### src/rtl/rmd_map.vh
`ifndef RMD_MAP_VH
`define RMD_MAP_VH
// register byte offsets
`define RMD_OFS_DATA 8'h00
`define RMD_OFS_DIV 8'h04
`define RMD_OFS_STAT 8'h08
`define RMD_OFS_MISC 8'h0c
`define RMD_OFS_CTRL 8'h4c
`define RMD_OFS_ADR 8'h50
`define RMD_OFS_DLY 8'h54
// multidrop control fields
`define RMD_NMM 0
`define RMD_RXDIS 1
`define RMD_AAD 2
`define RMD_SEL 3
`define RMD_DCTRL 4
`define RMD_OINV 5
`define RMD_CTRL_W 6
// misc control fields
`define RMD_M_RTS 0
`define RMD_M_DTR 1
`define RMD_M_LOOP 2
// status fields
`define RMD_S_RXAV 0
`define RMD_S_TEMT 1
`define RMD_S_OVR 2
`define RMD_S_FERR 3
`define RMD_S_DIR 4
// reset values
`define RMD_CTRL_RST 6'h00
`define RMD_ADR_RST 8'h00
`define RMD_DLY_RST 8'h00
`define RMD_DIV_RST 16'h0001
`define RMD_MISC_RST 3'h0
// serial framing: start, 8 data, ninth bit, stop
`define RMD_OVS_LAST 4'hf
`define RMD_OVS_MID 4'h7
`define RMD_BIT_NINTH 4'h9
`define RMD_BIT_STOP 4'ha
`endif

### src/rtl/rmd_fifo.v
`timescale 1ns/100ps
// synchronous fifo, read data registered
module rmd_fifo #(
   parameter WIDTH = 9,
   parameter DEPTH = 8,
   parameter AW = 3
) (
   input wire sys_clk,
   input wire rst,
   input wire inValid,
   output wire inReady,
   input wire [WIDTH-1:0] inData,
   output wire outValid,
   input wire outReady,
   output reg [WIDTH-1:0] outData_q
);
   reg [WIDTH-1:0] mem [0:DEPTH-1];
   reg [AW:0] wrPtr_q;
   reg [AW:0] rdPtr_q;
   reg [AW:0] count_q;
   wire doWr = inValid & inReady;
   wire doRd = outValid & outReady;
   wire [AW:0] rdPtrD = doRd ? rdPtr_q + 1'b1 : rdPtr_q;
   wire [AW-1:0] rdIdx = rdPtrD[AW-1:0];

   assign inReady = (count_q != DEPTH[AW:0]);
   assign outValid = (count_q != {(AW+1){1'b0}});

   // pointers wrap at depth; count gives honest full and empty
   always @(posedge sys_clk or posedge rst) begin
      if (rst) begin
         wrPtr_q <= {(AW+1){1'b0}};
         rdPtr_q <= {(AW+1){1'b0}};
         count_q <= {(AW+1){1'b0}};
      end else begin
         if (doWr)
            wrPtr_q <= (wrPtr_q[AW-1:0] == DEPTH[AW-1:0] - 1'b1) ?
               {(AW+1){1'b0}} : wrPtr_q + 1'b1;
         if (doRd)
            rdPtr_q <= (rdPtr_q[AW-1:0] == DEPTH[AW-1:0] - 1'b1) ?
               {(AW+1){1'b0}} : rdPtr_q + 1'b1;
         count_q <= count_q + {{AW{1'b0}}, doWr} - {{AW{1'b0}}, doRd};
      end
   end

   // head word lands in a register; bypass a write into the head slot
   always @(posedge sys_clk) begin
      if (doWr)
         mem[wrPtr_q[AW-1:0]] <= inData;
      if (doRd && rdPtr_q[AW-1:0] == DEPTH[AW-1:0] - 1'b1)
         outData_q <= (doWr && wrPtr_q[AW-1:0] == {AW{1'b0}}) ?
            inData : mem[{AW{1'b0}}];
      else if (doWr && wrPtr_q[AW-1:0] == rdIdx)
         outData_q <= inData;
      else
         outData_q <= mem[rdIdx];
   end
endmodule

### src/rtl/rmd_rx.v
`timescale 1ns/100ps
`include "rmd_map.vh"
// receive shift register: start, 8 data, ninth bit, stop
module rmd_rx (
   input wire sys_clk,
   input wire rst,
   input wire rxIn,
   input wire tick,
   output reg charValid_q,
   output reg [8:0] charData_q,
   output reg frameErr_q
);
   reg busy_q;
   reg [3:0] ovs_q;
   reg [3:0] bitIdx_q;

   // mid-bit sampling on the 16x enable
   always @(posedge sys_clk or posedge rst) begin
      if (rst) begin
         busy_q <= 1'b0;
         ovs_q <= 4'h0;
         bitIdx_q <= 4'h0;
         charValid_q <= 1'b0;
         charData_q <= 9'h000;
         frameErr_q <= 1'b0;
      end else begin
         charValid_q <= 1'b0;
         if (tick) begin
            if (!busy_q) begin
               if (!rxIn) begin
                  busy_q <= 1'b1;
                  ovs_q <= 4'h0;
                  bitIdx_q <= 4'h0;
               end
            end else begin
               ovs_q <= ovs_q + 4'h1;
               if (ovs_q == `RMD_OVS_MID) begin
                  bitIdx_q <= bitIdx_q + 4'h1;
                  if (bitIdx_q == 4'h0) begin
                     // glitch, not a start bit
                     if (rxIn)
                        busy_q <= 1'b0;
                  end else if (bitIdx_q == `RMD_BIT_STOP) begin
                     charValid_q <= 1'b1;
                     frameErr_q <= ~rxIn;
                     busy_q <= 1'b0;
                  end else begin
                     charData_q <= {rxIn, charData_q[8:1]};
                  end
               end
            end
         end
      end
   end
endmodule

### src/rtl/rmd_uart.v
`timescale 1ns/100ps
`include "rmd_map.vh"
module rmd_uart #(
   parameter FIFO_DEPTH = 8,
   parameter FIFO_AW = 3
) (
   input wire sys_clk,
   input wire rst,
   input wire psel,
   input wire penable,
   input wire pwrite,
   input wire [7:0] paddr,
   input wire [31:0] pwdata,
   output reg [31:0] prdata,
   output wire pready,
   output wire pslverr,
   input wire rxdPin,
   output reg txdPin_q,
   output reg rtsPinN_q,
   output reg dtrPinN_q,
   output reg rxReadyPulse_q,
   output reg addrParityPulse_q,
   output reg txEmptyPulse_q
);
   localparam TX_IDLE = 2'h0;
   localparam TX_SHIFT = 2'h1;
   localparam TX_HOLD = 2'h2;

   reg [`RMD_CTRL_W-1:0] ctrl_q;
   reg [7:0] adrMatch_q;
   reg [7:0] dly_q;
   reg [15:0] div_q;
   reg [2:0] misc_q;
   reg overrun_q;
   reg frameErrSticky_q;
   reg [1:0] rxSync_q;
   reg [15:0] baudCnt_q;
   reg tick_q;
   reg [1:0] txState_q;
   reg [10:0] txShift_q;
   reg [3:0] txOvs_q;
   reg [3:0] txBit_q;
   reg [7:0] dlyCnt_q;
   reg dirActive_q;
   reg pushRx;
   reg hwSetDis;
   reg hwClrDis;

   wire [8:0] rxChar;
   wire rxValid;
   wire rxFerr;
   wire rxFifoInReady;
   wire rxFifoValid;
   wire [8:0] rxFifoData;
   wire txFifoReady;
   wire txFifoValid;
   wire [8:0] txFifoData;
   wire txPop;

   wire setup = psel & ~penable;
   wire access = psel & penable;
   wire wrAcc = access & pwrite & pready;
   wire rdSetup = setup & ~pwrite; // read side effects land with the capture
   wire txWr = wrAcc & (paddr == `RMD_OFS_DATA);
   wire loopback = misc_q[`RMD_M_LOOP];
   wire nmmOn = ctrl_q[`RMD_NMM];
   wire aadOn = ctrl_q[`RMD_NMM] & ctrl_q[`RMD_AAD];
   wire rxDis = ctrl_q[`RMD_RXDIS];
   wire isAddr = rxChar[8] & nmmOn;
   wire adrHit = (rxChar[7:0] == adrMatch_q);
   wire txSerial = (txState_q == TX_SHIFT) ? txShift_q[0] : 1'b1;
   wire rxLine = loopback ? txSerial : rxSync_q[1]; // loop inside the pin
   wire rxPop = rdSetup & (paddr == `RMD_OFS_DATA) & rxFifoValid;
   wire txBusy = txFifoValid | (txState_q != TX_IDLE);

   // writes to the transmit fifo stall the bus while it is full
   assign pready = ~(access & pwrite & (paddr == `RMD_OFS_DATA) &
      ~txFifoReady);
   assign pslverr = 1'b0;

   // two flops before the serial input is looked at
   always @(posedge sys_clk or posedge rst) begin
      if (rst)
         rxSync_q <= 2'b11;
      else
         rxSync_q <= {rxSync_q[0], rxdPin};
   end

   // divisor of zero behaves as one so the enable never stops
   always @(posedge sys_clk or posedge rst) begin
      if (rst) begin
         baudCnt_q <= 16'h0000;
         tick_q <= 1'b0;
      end else if (baudCnt_q + 16'h0001 >= div_q) begin
         baudCnt_q <= 16'h0000;
         tick_q <= 1'b1;
      end else begin
         baudCnt_q <= baudCnt_q + 16'h0001;
         tick_q <= 1'b0;
      end
   end

   rmd_rx u_rx (
      .sys_clk(sys_clk),
      .rst(rst),
      .rxIn(rxLine),
      .tick(tick_q),
      .charValid_q(rxValid),
      .charData_q(rxChar),
      .frameErr_q(rxFerr)
   );

   // address filtering decides whether a received character is stored
   always @* begin
      pushRx = 1'b0;
      hwSetDis = 1'b0;
      hwClrDis = 1'b0;
      if (rxValid) begin
         if (aadOn) begin
            if (isAddr && adrHit) begin
               pushRx = 1'b1;
               hwClrDis = 1'b1;
            end else if (isAddr) begin
               hwSetDis = ~rxDis;
            end else begin
               pushRx = ~rxDis;
            end
         end else if (nmmOn && rxDis) begin
            pushRx = isAddr;
         end else begin
            pushRx = 1'b1;
         end
      end
   end

   rmd_fifo #(
      .WIDTH(9),
      .DEPTH(FIFO_DEPTH),
      .AW(FIFO_AW)
   ) u_receive_fifo (
      .sys_clk(sys_clk),
      .rst(rst),
      .inValid(pushRx),
      .inReady(rxFifoInReady),
      .inData(rxChar),
      .outValid(rxFifoValid),
      .outReady(rxPop),
      .outData_q(rxFifoData)
   );

   rmd_fifo #(
      .WIDTH(9),
      .DEPTH(FIFO_DEPTH),
      .AW(FIFO_AW)
   ) u_transmit_fifo (
      .sys_clk(sys_clk),
      .rst(rst),
      .inValid(txWr),
      .inReady(txFifoReady),
      .inData(pwdata[8:0]),
      .outValid(txFifoValid),
      .outReady(txPop),
      .outData_q(txFifoData)
   );

   // one-cycle causes toward the interrupt logic
   always @(posedge sys_clk or posedge rst) begin
      if (rst) begin
         rxReadyPulse_q <= 1'b0;
         addrParityPulse_q <= 1'b0;
         txEmptyPulse_q <= 1'b0;
      end else begin
         rxReadyPulse_q <= pushRx & rxFifoInReady;
         addrParityPulse_q <= pushRx & isAddr & ~aadOn;
         txEmptyPulse_q <= txPop & ~txWr;
      end
   end

   // register writes; hardware receiver-disable updates win over software
   always @(posedge sys_clk or posedge rst) begin
      if (rst) begin
         ctrl_q <= `RMD_CTRL_RST;
         adrMatch_q <= `RMD_ADR_RST;
         dly_q <= `RMD_DLY_RST;
         div_q <= `RMD_DIV_RST;
         misc_q <= `RMD_MISC_RST;
      end else begin
         if (wrAcc) begin
            case (paddr)
               `RMD_OFS_CTRL: ctrl_q <= pwdata[`RMD_CTRL_W-1:0];
               `RMD_OFS_ADR: adrMatch_q <= pwdata[7:0];
               `RMD_OFS_DLY: dly_q <= pwdata[7:0];
               `RMD_OFS_DIV: div_q <= pwdata[15:0];
               `RMD_OFS_MISC: misc_q <= pwdata[2:0];
               default: ;
            endcase
         end
         if (hwClrDis)
            ctrl_q[`RMD_RXDIS] <= 1'b0;
         else if (hwSetDis)
            ctrl_q[`RMD_RXDIS] <= 1'b1;
      end
   end

   // sticky errors clear at the status capture edge; a new event wins
   always @(posedge sys_clk or posedge rst) begin
      if (rst) begin
         overrun_q <= 1'b0;
         frameErrSticky_q <= 1'b0;
      end else begin
         if (pushRx && !rxFifoInReady)
            overrun_q <= 1'b1;
         else if (rdSetup && paddr == `RMD_OFS_STAT)
            overrun_q <= 1'b0;
         if (rxValid && rxFerr)
            frameErrSticky_q <= 1'b1;
         else if (rdSetup && paddr == `RMD_OFS_STAT)
            frameErrSticky_q <= 1'b0;
      end
   end

   // read data captured in the setup phase; unmapped reads give zero
   always @(posedge sys_clk or posedge rst) begin
      if (rst) begin
         prdata <= 32'h00000000;
      end else if (setup) begin
         prdata <= 32'h00000000;
         case (paddr)
            `RMD_OFS_DATA: prdata[8:0] <= rxFifoData;
            `RMD_OFS_DIV: prdata[15:0] <= div_q;
            `RMD_OFS_STAT: begin
               prdata[`RMD_S_RXAV] <= rxFifoValid;
               prdata[`RMD_S_TEMT] <= ~txBusy;
               prdata[`RMD_S_OVR] <= overrun_q;
               prdata[`RMD_S_FERR] <= frameErrSticky_q;
               prdata[`RMD_S_DIR] <= dirActive_q;
            end
            `RMD_OFS_MISC: prdata[2:0] <= misc_q;
            `RMD_OFS_CTRL: prdata[`RMD_CTRL_W-1:0] <= ctrl_q;
            `RMD_OFS_ADR: prdata[7:0] <= adrMatch_q;
            `RMD_OFS_DLY: prdata[7:0] <= dly_q;
            default: ;
         endcase
      end
   end

   assign txPop = txFifoValid & (txState_q == TX_IDLE ||
      (txState_q == TX_HOLD));

   // transmit shifter; hold state counts the turn-off delay in bit times
   always @(posedge sys_clk or posedge rst) begin
      if (rst) begin
         txState_q <= TX_IDLE;
         txShift_q <= 11'h7ff;
         txOvs_q <= 4'h0;
         txBit_q <= 4'h0;
         dlyCnt_q <= 8'h00;
      end else begin
         case (txState_q)
            TX_IDLE: begin
               if (txFifoValid) begin
                  txShift_q <= {1'b1, txFifoData, 1'b0};
                  txOvs_q <= 4'h0;
                  txBit_q <= 4'h0;
                  txState_q <= TX_SHIFT;
               end
            end
            TX_SHIFT: begin
               if (tick_q) begin
                  txOvs_q <= txOvs_q + 4'h1;
                  if (txOvs_q == `RMD_OVS_LAST) begin
                     txShift_q <= {1'b1, txShift_q[10:1]};
                     txBit_q <= txBit_q + 4'h1;
                     if (txBit_q == `RMD_BIT_STOP) begin
                        dlyCnt_q <= dly_q;
                        txState_q <= TX_HOLD;
                     end
                  end
               end
            end
            TX_HOLD: begin
               if (txFifoValid) begin
                  txShift_q <= {1'b1, txFifoData, 1'b0};
                  txOvs_q <= 4'h0;
                  txBit_q <= 4'h0;
                  txState_q <= TX_SHIFT;
               end else if (dlyCnt_q == 8'h00) begin
                  txState_q <= TX_IDLE;
               end else if (tick_q) begin
                  txOvs_q <= txOvs_q + 4'h1;
                  if (txOvs_q == `RMD_OVS_LAST)
                     dlyCnt_q <= dlyCnt_q - 8'h01;
               end
            end
            default: txState_q <= TX_IDLE;
         endcase
      end
   end

   // direction asserted from the transmit write until the delay expires
   always @(posedge sys_clk or posedge rst) begin
      if (rst)
         dirActive_q <= 1'b0;
      else if (txWr)
         dirActive_q <= 1'b1;
      else if (txState_q == TX_HOLD && dlyCnt_q == 8'h00 && !txFifoValid)
         dirActive_q <= 1'b0;
   end

   // pins: loopback keeps them quiet, otherwise auto direction wins
   always @(posedge sys_clk or posedge rst) begin
      if (rst) begin
         txdPin_q <= 1'b1;
         rtsPinN_q <= 1'b1;
         dtrPinN_q <= 1'b1;
      end else if (loopback) begin
         txdPin_q <= 1'b1;
         rtsPinN_q <= 1'b1;
         dtrPinN_q <= 1'b1;
      end else begin
         txdPin_q <= txSerial;
         rtsPinN_q <= ~misc_q[`RMD_M_RTS];
         dtrPinN_q <= ~misc_q[`RMD_M_DTR];
         if (ctrl_q[`RMD_DCTRL]) begin
            if (ctrl_q[`RMD_SEL])
               dtrPinN_q <= dirActive_q ~^ ctrl_q[`RMD_OINV];
            else
               rtsPinN_q <= dirActive_q ~^ ctrl_q[`RMD_OINV];
         end
      end
   end
endmodule

### config.mk
export PLATFORM = sky130hd
export DESIGN_NAME = rmd_uart
export DESIGN_NICKNAME = d
export VERILOG_FILES = /design/src/rtl/rmd_fifo.v /design/src/rtl/rmd_rx.v /design/src/rtl/rmd_uart.v
export VERILOG_INCLUDE_DIRS = /design/src /design/src/rtl
export SDC_FILE = /design/constraint.sdc
export NUM_CORES = 1
export LEC_CHECK = 0
export BUFFER_PORTS_ARGS = -buffer_cell sky130_fd_sc_hd__buf_2
export CAP_MARGIN = 20
export CORE_MARGIN = 2
export CORE_UTILIZATION = 50
export CTS_BUF_LIST = sky130_fd_sc_hd__clkbuf_2
export CTS_CLUSTER_DIAMETER = 200
export DETAILED_ROUTE_END_ITERATION = 12
export PLACE_DENSITY = 0.74
export SYNTH_ARGS = -nofsm -noshare
export SYNTH_HDL_FRONTEND = slang
export SYNTH_HIERARCHICAL = 1
export SYNTH_SLANG_ARGS = --single-unit
### constraint.sdc
create_clock -name sys_clk -period 3.55 [get_ports sys_clk]
set_clock_uncertainty 0.15 [all_clocks]
set_input_delay 0.71 -clock sys_clk [delete_from_list [all_inputs] [get_ports sys_clk]]
set_output_delay 0.71 -clock sys_clk [all_outputs]
set_load 0.01 [all_outputs]
==> results of run 1 <==
## state kept, by name (all words and copies together), names as in the netlist, 4 cells and up
register / cells
adrMatch_q: 8
baudCnt_q: 16
ctrl_q: 6
div_q: 16
dlyCnt_q: 8
dly_q: 8
prdata: 16
txBit_q: 4
txOvs_q: 4
txShift_q: 10
u_receive_fifo/count_q: 4
u_receive_fifo/mem: 72
u_receive_fifo/outData_q: 9
u_rx/bitIdx_q: 4
u_rx/charData_q: 9
u_rx/ovs_q: 4
u_transmit_fifo/count_q: 4
u_transmit_fifo/mem: 72
u_transmit_fifo/outData_q: 9
## kinds of logic (layout without fill, tap and decap cells)
family | count (synthesis) | after routing
AOI/OAI and AO/OA | 291 | 291
xor gates and xnor gates | 33 | 33
adders and majority gates | 53 | 53
buffers and inverters | 168 | 382
DFF | 315 | 315
muxes | 139 | 139
other | 1 | 18
and+or+nand+nor | 319 | 319
## through the flow
step | instances | setup TNS, ns | instance area [sq um]
after floorplan | 1335 | -1.014 | 15810
after global placement | 1787 | -6.647 | 16840
after detailed placement | 1787 | -11.48 | 16840
after CTS | 1944 | 0 | 17760
after global routing | 1946 | 0 | 17770
final | 1946 | 0 | 17770
## worst max path at each step
stage / end / slack, ns / cells past startpoint
after floorplan: u_transmit_fifo/mem[0][0]$_DFFE_PP_ / -0.06 / 8
after global placement: u_transmit_fifo/count_q[2]$_DFF_PP0_ / -0.39 / 13
after detailed placement: u_transmit_fifo/count_q[2]$_DFF_PP0_ / -0.45 / 13
after CTS: pready / 0.05 / 7
after global routing: u_receive_fifo/outData_q[7]$_DFF_P_ / 0.05 / 10
final: pready / 0.05 / 7
## routing by layer
| layer | vias up | routed length, microns | global-route usage [%] |
|---|---|---|---|
| met5 | - | 0 | 0 |
| met4 | 0 | 1519 | 11.71 |
| met3 | 113 | 2267 | 3.749 |
| met2 | 425 | 18420 | 38.18 |
| met1 | 5529 | 15390 | 29.01 |
| li1 | 5221 | - | - |
## synthesized netlist by cell type, types with 17 or more instances
cell	number	area, sq um
mux2_2	30	337.8
ha_1	51	638.1
a22oi_1	73	548.0
xnor2_1	20	175.2
clkbuf_1	17	63.81
mux2i_1	96	960.9
edfxtp_1	144	4324
a211oi_1	36	270.3
inv_1	87	326.6
nand2_1	79	296.5
dfxtp_1	18	360.4
o21ai_0	49	245.2
nor2_1	84	315.3
buf_2	20	100.1
nand3_1	21	105.1
dfrtp_1	137	3428
a21oi_1	36	180.2
buf_4	20	150.1
## where the power goes
| part | switching [mW] | internal, mW | total (mW) |
|---|---|---|---|
| Sequential | 0.0252 | 3.84 | 3.86 |
| Clock | 1.50 | 1.15 | 2.65 |
| Combinational | 0.219 | 0.134 | 0.353 |
| Total | 1.74 | 5.13 | 6.87 |
## cell type report
cell class	count	area, sq um
diodes	1	2.502
repair buffers	145	1064
flip-flops and latches	315	8533
inverters	91	346.6
clock buffers	123	615.6
clock inverters	23	188.9
multi-input cells	852	6525
fillers	2592	12980
well taps	396	495.5
==> results.cfg, run 1 <==
[run_status]
status = finished clean

[placed_design]
post-dp-hpwl_mm = 25.72
place_ws_ns = -0.4466
place.gp.congestion = 0.8975
port_buffers = 52

[yosys]
synthAdderAreaFrac_pct = 4.314
synth_compound_area_share_pct = 14.41
synthSimpleGateAreaFrac_pct = 10.82
ys_warn_count = 6
synth_edf_count = 144
ys_seq_area_share_pct = 54.28
synth-xor-area-share_pct = 1.838
synth_area_sq_um = 15720
synthDistinctLibCells = 88
synthArstFlopShare_pct = 48.57
synth_flop_cell = edfxtp_1
synth_top_family_by_area = compound AO/OA/AOI/OAI gates
ys_seq_elements = 315
postSynthAreaPerCell_sq_um = 11.92
synthMuxAreaShare_pct = 9.455
synthCells = 1319

[worst_hold_path]
hold_depth = 1
min_from = pwdata[0]
min_to = u_transmit_fifo/mem[0][0]$_DFFE_PP_
hold_path_class = in2reg

[clock_network]
htreeDepth = 3
cts_made_buffers = 81
hold_buffers = 11
clkSinkCount = 315
ctsResizeCount = 0
post-cts-setup-buffers = 0
cts-root-buf = clkbuf_2
tritoncts = done
clockBufferDepth = 3
insertion_delay_ns = 0.92
clkTransAtPathRegs_ns = 0.10

[critical_path]
r2r_end = u_receive_fifo/outData_q[8]$_DFF_P_
cp-start-kind = primary input
path_buf_inv = 4
ff2ff_path_depth = 13
crit_path_max_fanout = 5
cpPeakStageDelay_ns = 0.60
crit_path_start = paddr[5]
end_kind = primary output
crit_slowest_cell = or4_1
crit_required_ns = 2.69
path_cells = buf_2, or4_1, buf_4, nor4_1, buf_4, or2b_1, buf_2
path_class = in2out
r2r_slack_ns = 0.25
path_delay_family = simple AND/OR/NAND/NOR gates
r2r_start = u_receive_fifo/count_q[2]$_DFF_PP0_
arrival_ns = 2.64

[grt]
grt_pass1_wl_mm = 59.27
track_usage_pct = 22.93
grt-ovfl-total = 0
antenna_found_initial = 1
grt_pass1_vias = 11239
grt_max_degree = 111

[finish]
nets = 1585
final_cell_mix = edfxtp_1 (144), dfrtp_1 (137), clkbuf_2 (123)
layout_commonest_cell = edfxtp_1
area_growth_pct = 13.04
fin_util_pct = 57.79
drive_above_1_share_pct = 24.66

[route]
avgViaCountPerCell = 5.801
first_pass_iters = 6
drtIter0Drc = 930
drc = 0
via_count = 11288
drtAntennaViolNets = 0
wire_per_inst_microns = 19.32
routed_wl_mm = 37.60

[pwr]
vdd_drop_max_mv = 0.3188
p_total_mw = 6.870
leakagePower_nw = 7.583
p_per_area_nw_per_um2 = 386.6

[timing]
worst-slew-pin-transition_ns = 0.9082
period_share_pct = 98.73
max_freq_mhz = 285.3
slew_headroom_pct = 39.23
fin_ws_ns = 0.04512
slew_viol_final = 0
fin_hold_ws_ns = 0.06494
setup_viol = 0
rsz0062_at_grt = false
hold_viol = 0
finalCriticalPeriod_ns = 3.505

[floorplanning]
ios = 86
die_w_microns = 181.3
die_area_sq_um = 32880
start_util_pct = 51.13
std_cell_rows = 64
die_h_microns = 181.3
fp.coreArea_sq_um = 30750

[flow_run]
maxCapViolCount = 0
No activity file was read; power rests on OpenSTA's default activity.
==> run 2: changes to the inputs <==
CORE_ASPECT_RATIO = 2   (was unset)
CORE_MARGIN = unset   (was 2)
==> run 2 against run 1 <==
Compared with the run above: die area decreased by 2.1%; register-to-register slack about the same; sequential share of layout area is 0.074 points lower; critical path type unchanged; critical endpoint unchanged.
==> results.cfg, run 2 (synthesis gave the netlist of run 1 again) <==
[worst_hold_path]
min_from = psel
hold_depth = 5
hold_path_class = in2reg
min_to = overrun_q$_DFFE_PP0P_

[floorplanning]
start_util_pct = 50.95
fp.coreArea_sq_um = 30860
ios = 86
std_cell_rows = 91
die_w_microns = 127.4
die_h_microns = 252.8
die_area_sq_um = 32200

[timing]
hold_viol = 0
fin_ws_ns = 0.2157
rsz0062_at_grt = false
finalCriticalPeriod_ns = 3.334
setup_viol = 0
worst-slew-pin-transition_ns = 0.8879
tns_ns = 0
fin_hold_ws_ns = 0.1376
period_share_pct = 93.92
slew_viol_final = 0
slew_headroom_pct = 40.69
max_freq_mhz = 299.9

[pwr]
intPower_mw = 5.220
p_clk_share_pct = 38.9
pwr-share-seq_pct = 55.9
vdd_drop_max_mv = 0.1972
leakagePower_nw = 7.523
p_total_mw = 6.921
pwr-share-comb_pct = 5.2
power_switching_mw = 1.702
p_per_area_nw_per_um2 = 388.9
swShare_pct = 24.58

[route]
avgViaCountPerCell = 5.696
via_count = 11067
drtAntennaViolNets = 0
wire_per_inst_microns = 19.89
drtIter0Drc = 573
drc = 0
first_pass_iters = 6
routed_wl_mm = 38.65

[grt]
antenna_found_initial = 3
track_usage_pct = 24.99
grt-ovfl-total = 0
grt_pass1_wl_mm = 60.31
grt_pass1_vias = 11736
grt_max_degree = 57

[finish]
multiInputGateArea_sq_um = 6536
drive_above_1_share_pct = 23.43
layout_commonest_cell = edfxtp_1
fill_cells = 2519
area_growth_pct = 13.21
ff_latch_area_sq_um = 8533
final_cell_mix = edfxtp_1 (144), dfrtp_1 (137), mux2i_1 (96)
nets = 1568
fin_util_pct = 57.68

[placed_design]
place.gp.congestion = 0.9565
post-dp-hpwl_mm = 29.00
place_ws_ns = -0.2879
port_buffers = 52

[critical_path]
ff2ff_path_depth = 11
arrival_ns = 2.47
crit_required_ns = 2.69
crit_path_max_fanout = 3
r2r_start = adrMatch_q[0]$_DFFE_PP0P_
cp-start-kind = primary input
r2r_end = u_receive_fifo/outData_q[0]$_DFF_P_
r2r_slack_ns = 0.24
end_kind = primary output
path_class = in2out

[clock_network]
tritoncts = done
clkTransAtPathRegs_ns = 0.13
cts-root-buf = clkbuf_2
clkSinkCount = 315
clockBufferDepth = 3
cts_made_buffers = 68
htreeDepth = 3
post-cts-setup-buffers = 0
insertion_delay_ns = 0.97

[flow_run]
maxCapViolCount = 0

[run_status]
status = finished clean
## run 2: changes by cell type in the layout (fill, tap and decap cells not counted), moves of 2 or more
cell,previous run,this run
clkinvlp_4,2,4
bufinv_16,3,7
dlygate4sd3_1,12,19
clkbuf_2,123,92
clkinv_4,2,0
buf_4,75,63
clkinv_1,15,12
clkinv_2,1,12
inv_6,2,0
## run 2: power groups by stage
stage	Combinational (mW)	Clock, mW	Sequential (mW)
finish	0.363	2.69	3.87
global route	0.409	2.94	3.87
CTS	0.366	2.77	3.87
detailed placement	0.348	0	3.94
global placement	0.337	0	3.94
floorplan	0.237	0	3.93
## run 2: repair_timing
| action | 4_1_cts | 5_1_grt |
|---|---|---|
| gates resized for setup | 0 | 3 |
| hold endpoints to repair | 170 | 0 |
| hold buffers | 19 | 0 |
| endpoints found under the setup margin | 0 | 14 |
## run 2: layout make-up
class                      count  area share (%)
clock buffer                  92           2.587
clock inverter                33           1.870
timing repair buffer         141           5.975
inverter                      91           1.947
multi-input combinational    852           36.72
sequential                   315           47.94
antenna                        1         0.01406
tap                          418           2.938
## run 2: metal layers
metal / vias to the layer above / share of wire [%] / track usage, %
li1: 5181 / - / -
met5: - / 0.034 / 0
met3: 161 / 3.7 / 4.205
met1: 5379 / 31 / 21.18
met2: 344 / 58 / 49.79
met4: 2 / 7.0 / 18.98
## run 2: worst max-delay path by stage
stage,startpoint,cells after the start,end
finish,pwrite,6,pready
global route,adrMatch_q[0]$_DFFE_PP0P_,10,u_receive_fifo/outData_q[7]$_DFF_P_
CTS,adrMatch_q[0]$_DFFE_PP0P_,10,u_receive_fifo/outData_q[7]$_DFF_P_
detailed placement,paddr[5],12,u_transmit_fifo/count_q[2]$_DFF_PP0_
global placement,paddr[5],12,u_receive_fifo/outData_q[6]$_DFF_P_
floorplan,paddr[5],8,u_transmit_fifo/mem[0][0]$_DFFE_PP_
## run 2: per-stage QoR
stage                     cells  area, sq um
final                      1943        17800
after global routing       1943        17800
after CTS                  1942        17790
after detailed placement   1798        16800
after global placement     1798        16800
after floorplan            1335        15810
## run 2: worst max-delay path: stages
cell,delay (ns)
dlygate4sd3_1,0.53
buf_2,0.12
nand3_1,0.25
nor4_1,0.42
or2b_1,0.29
buf_2,0.15
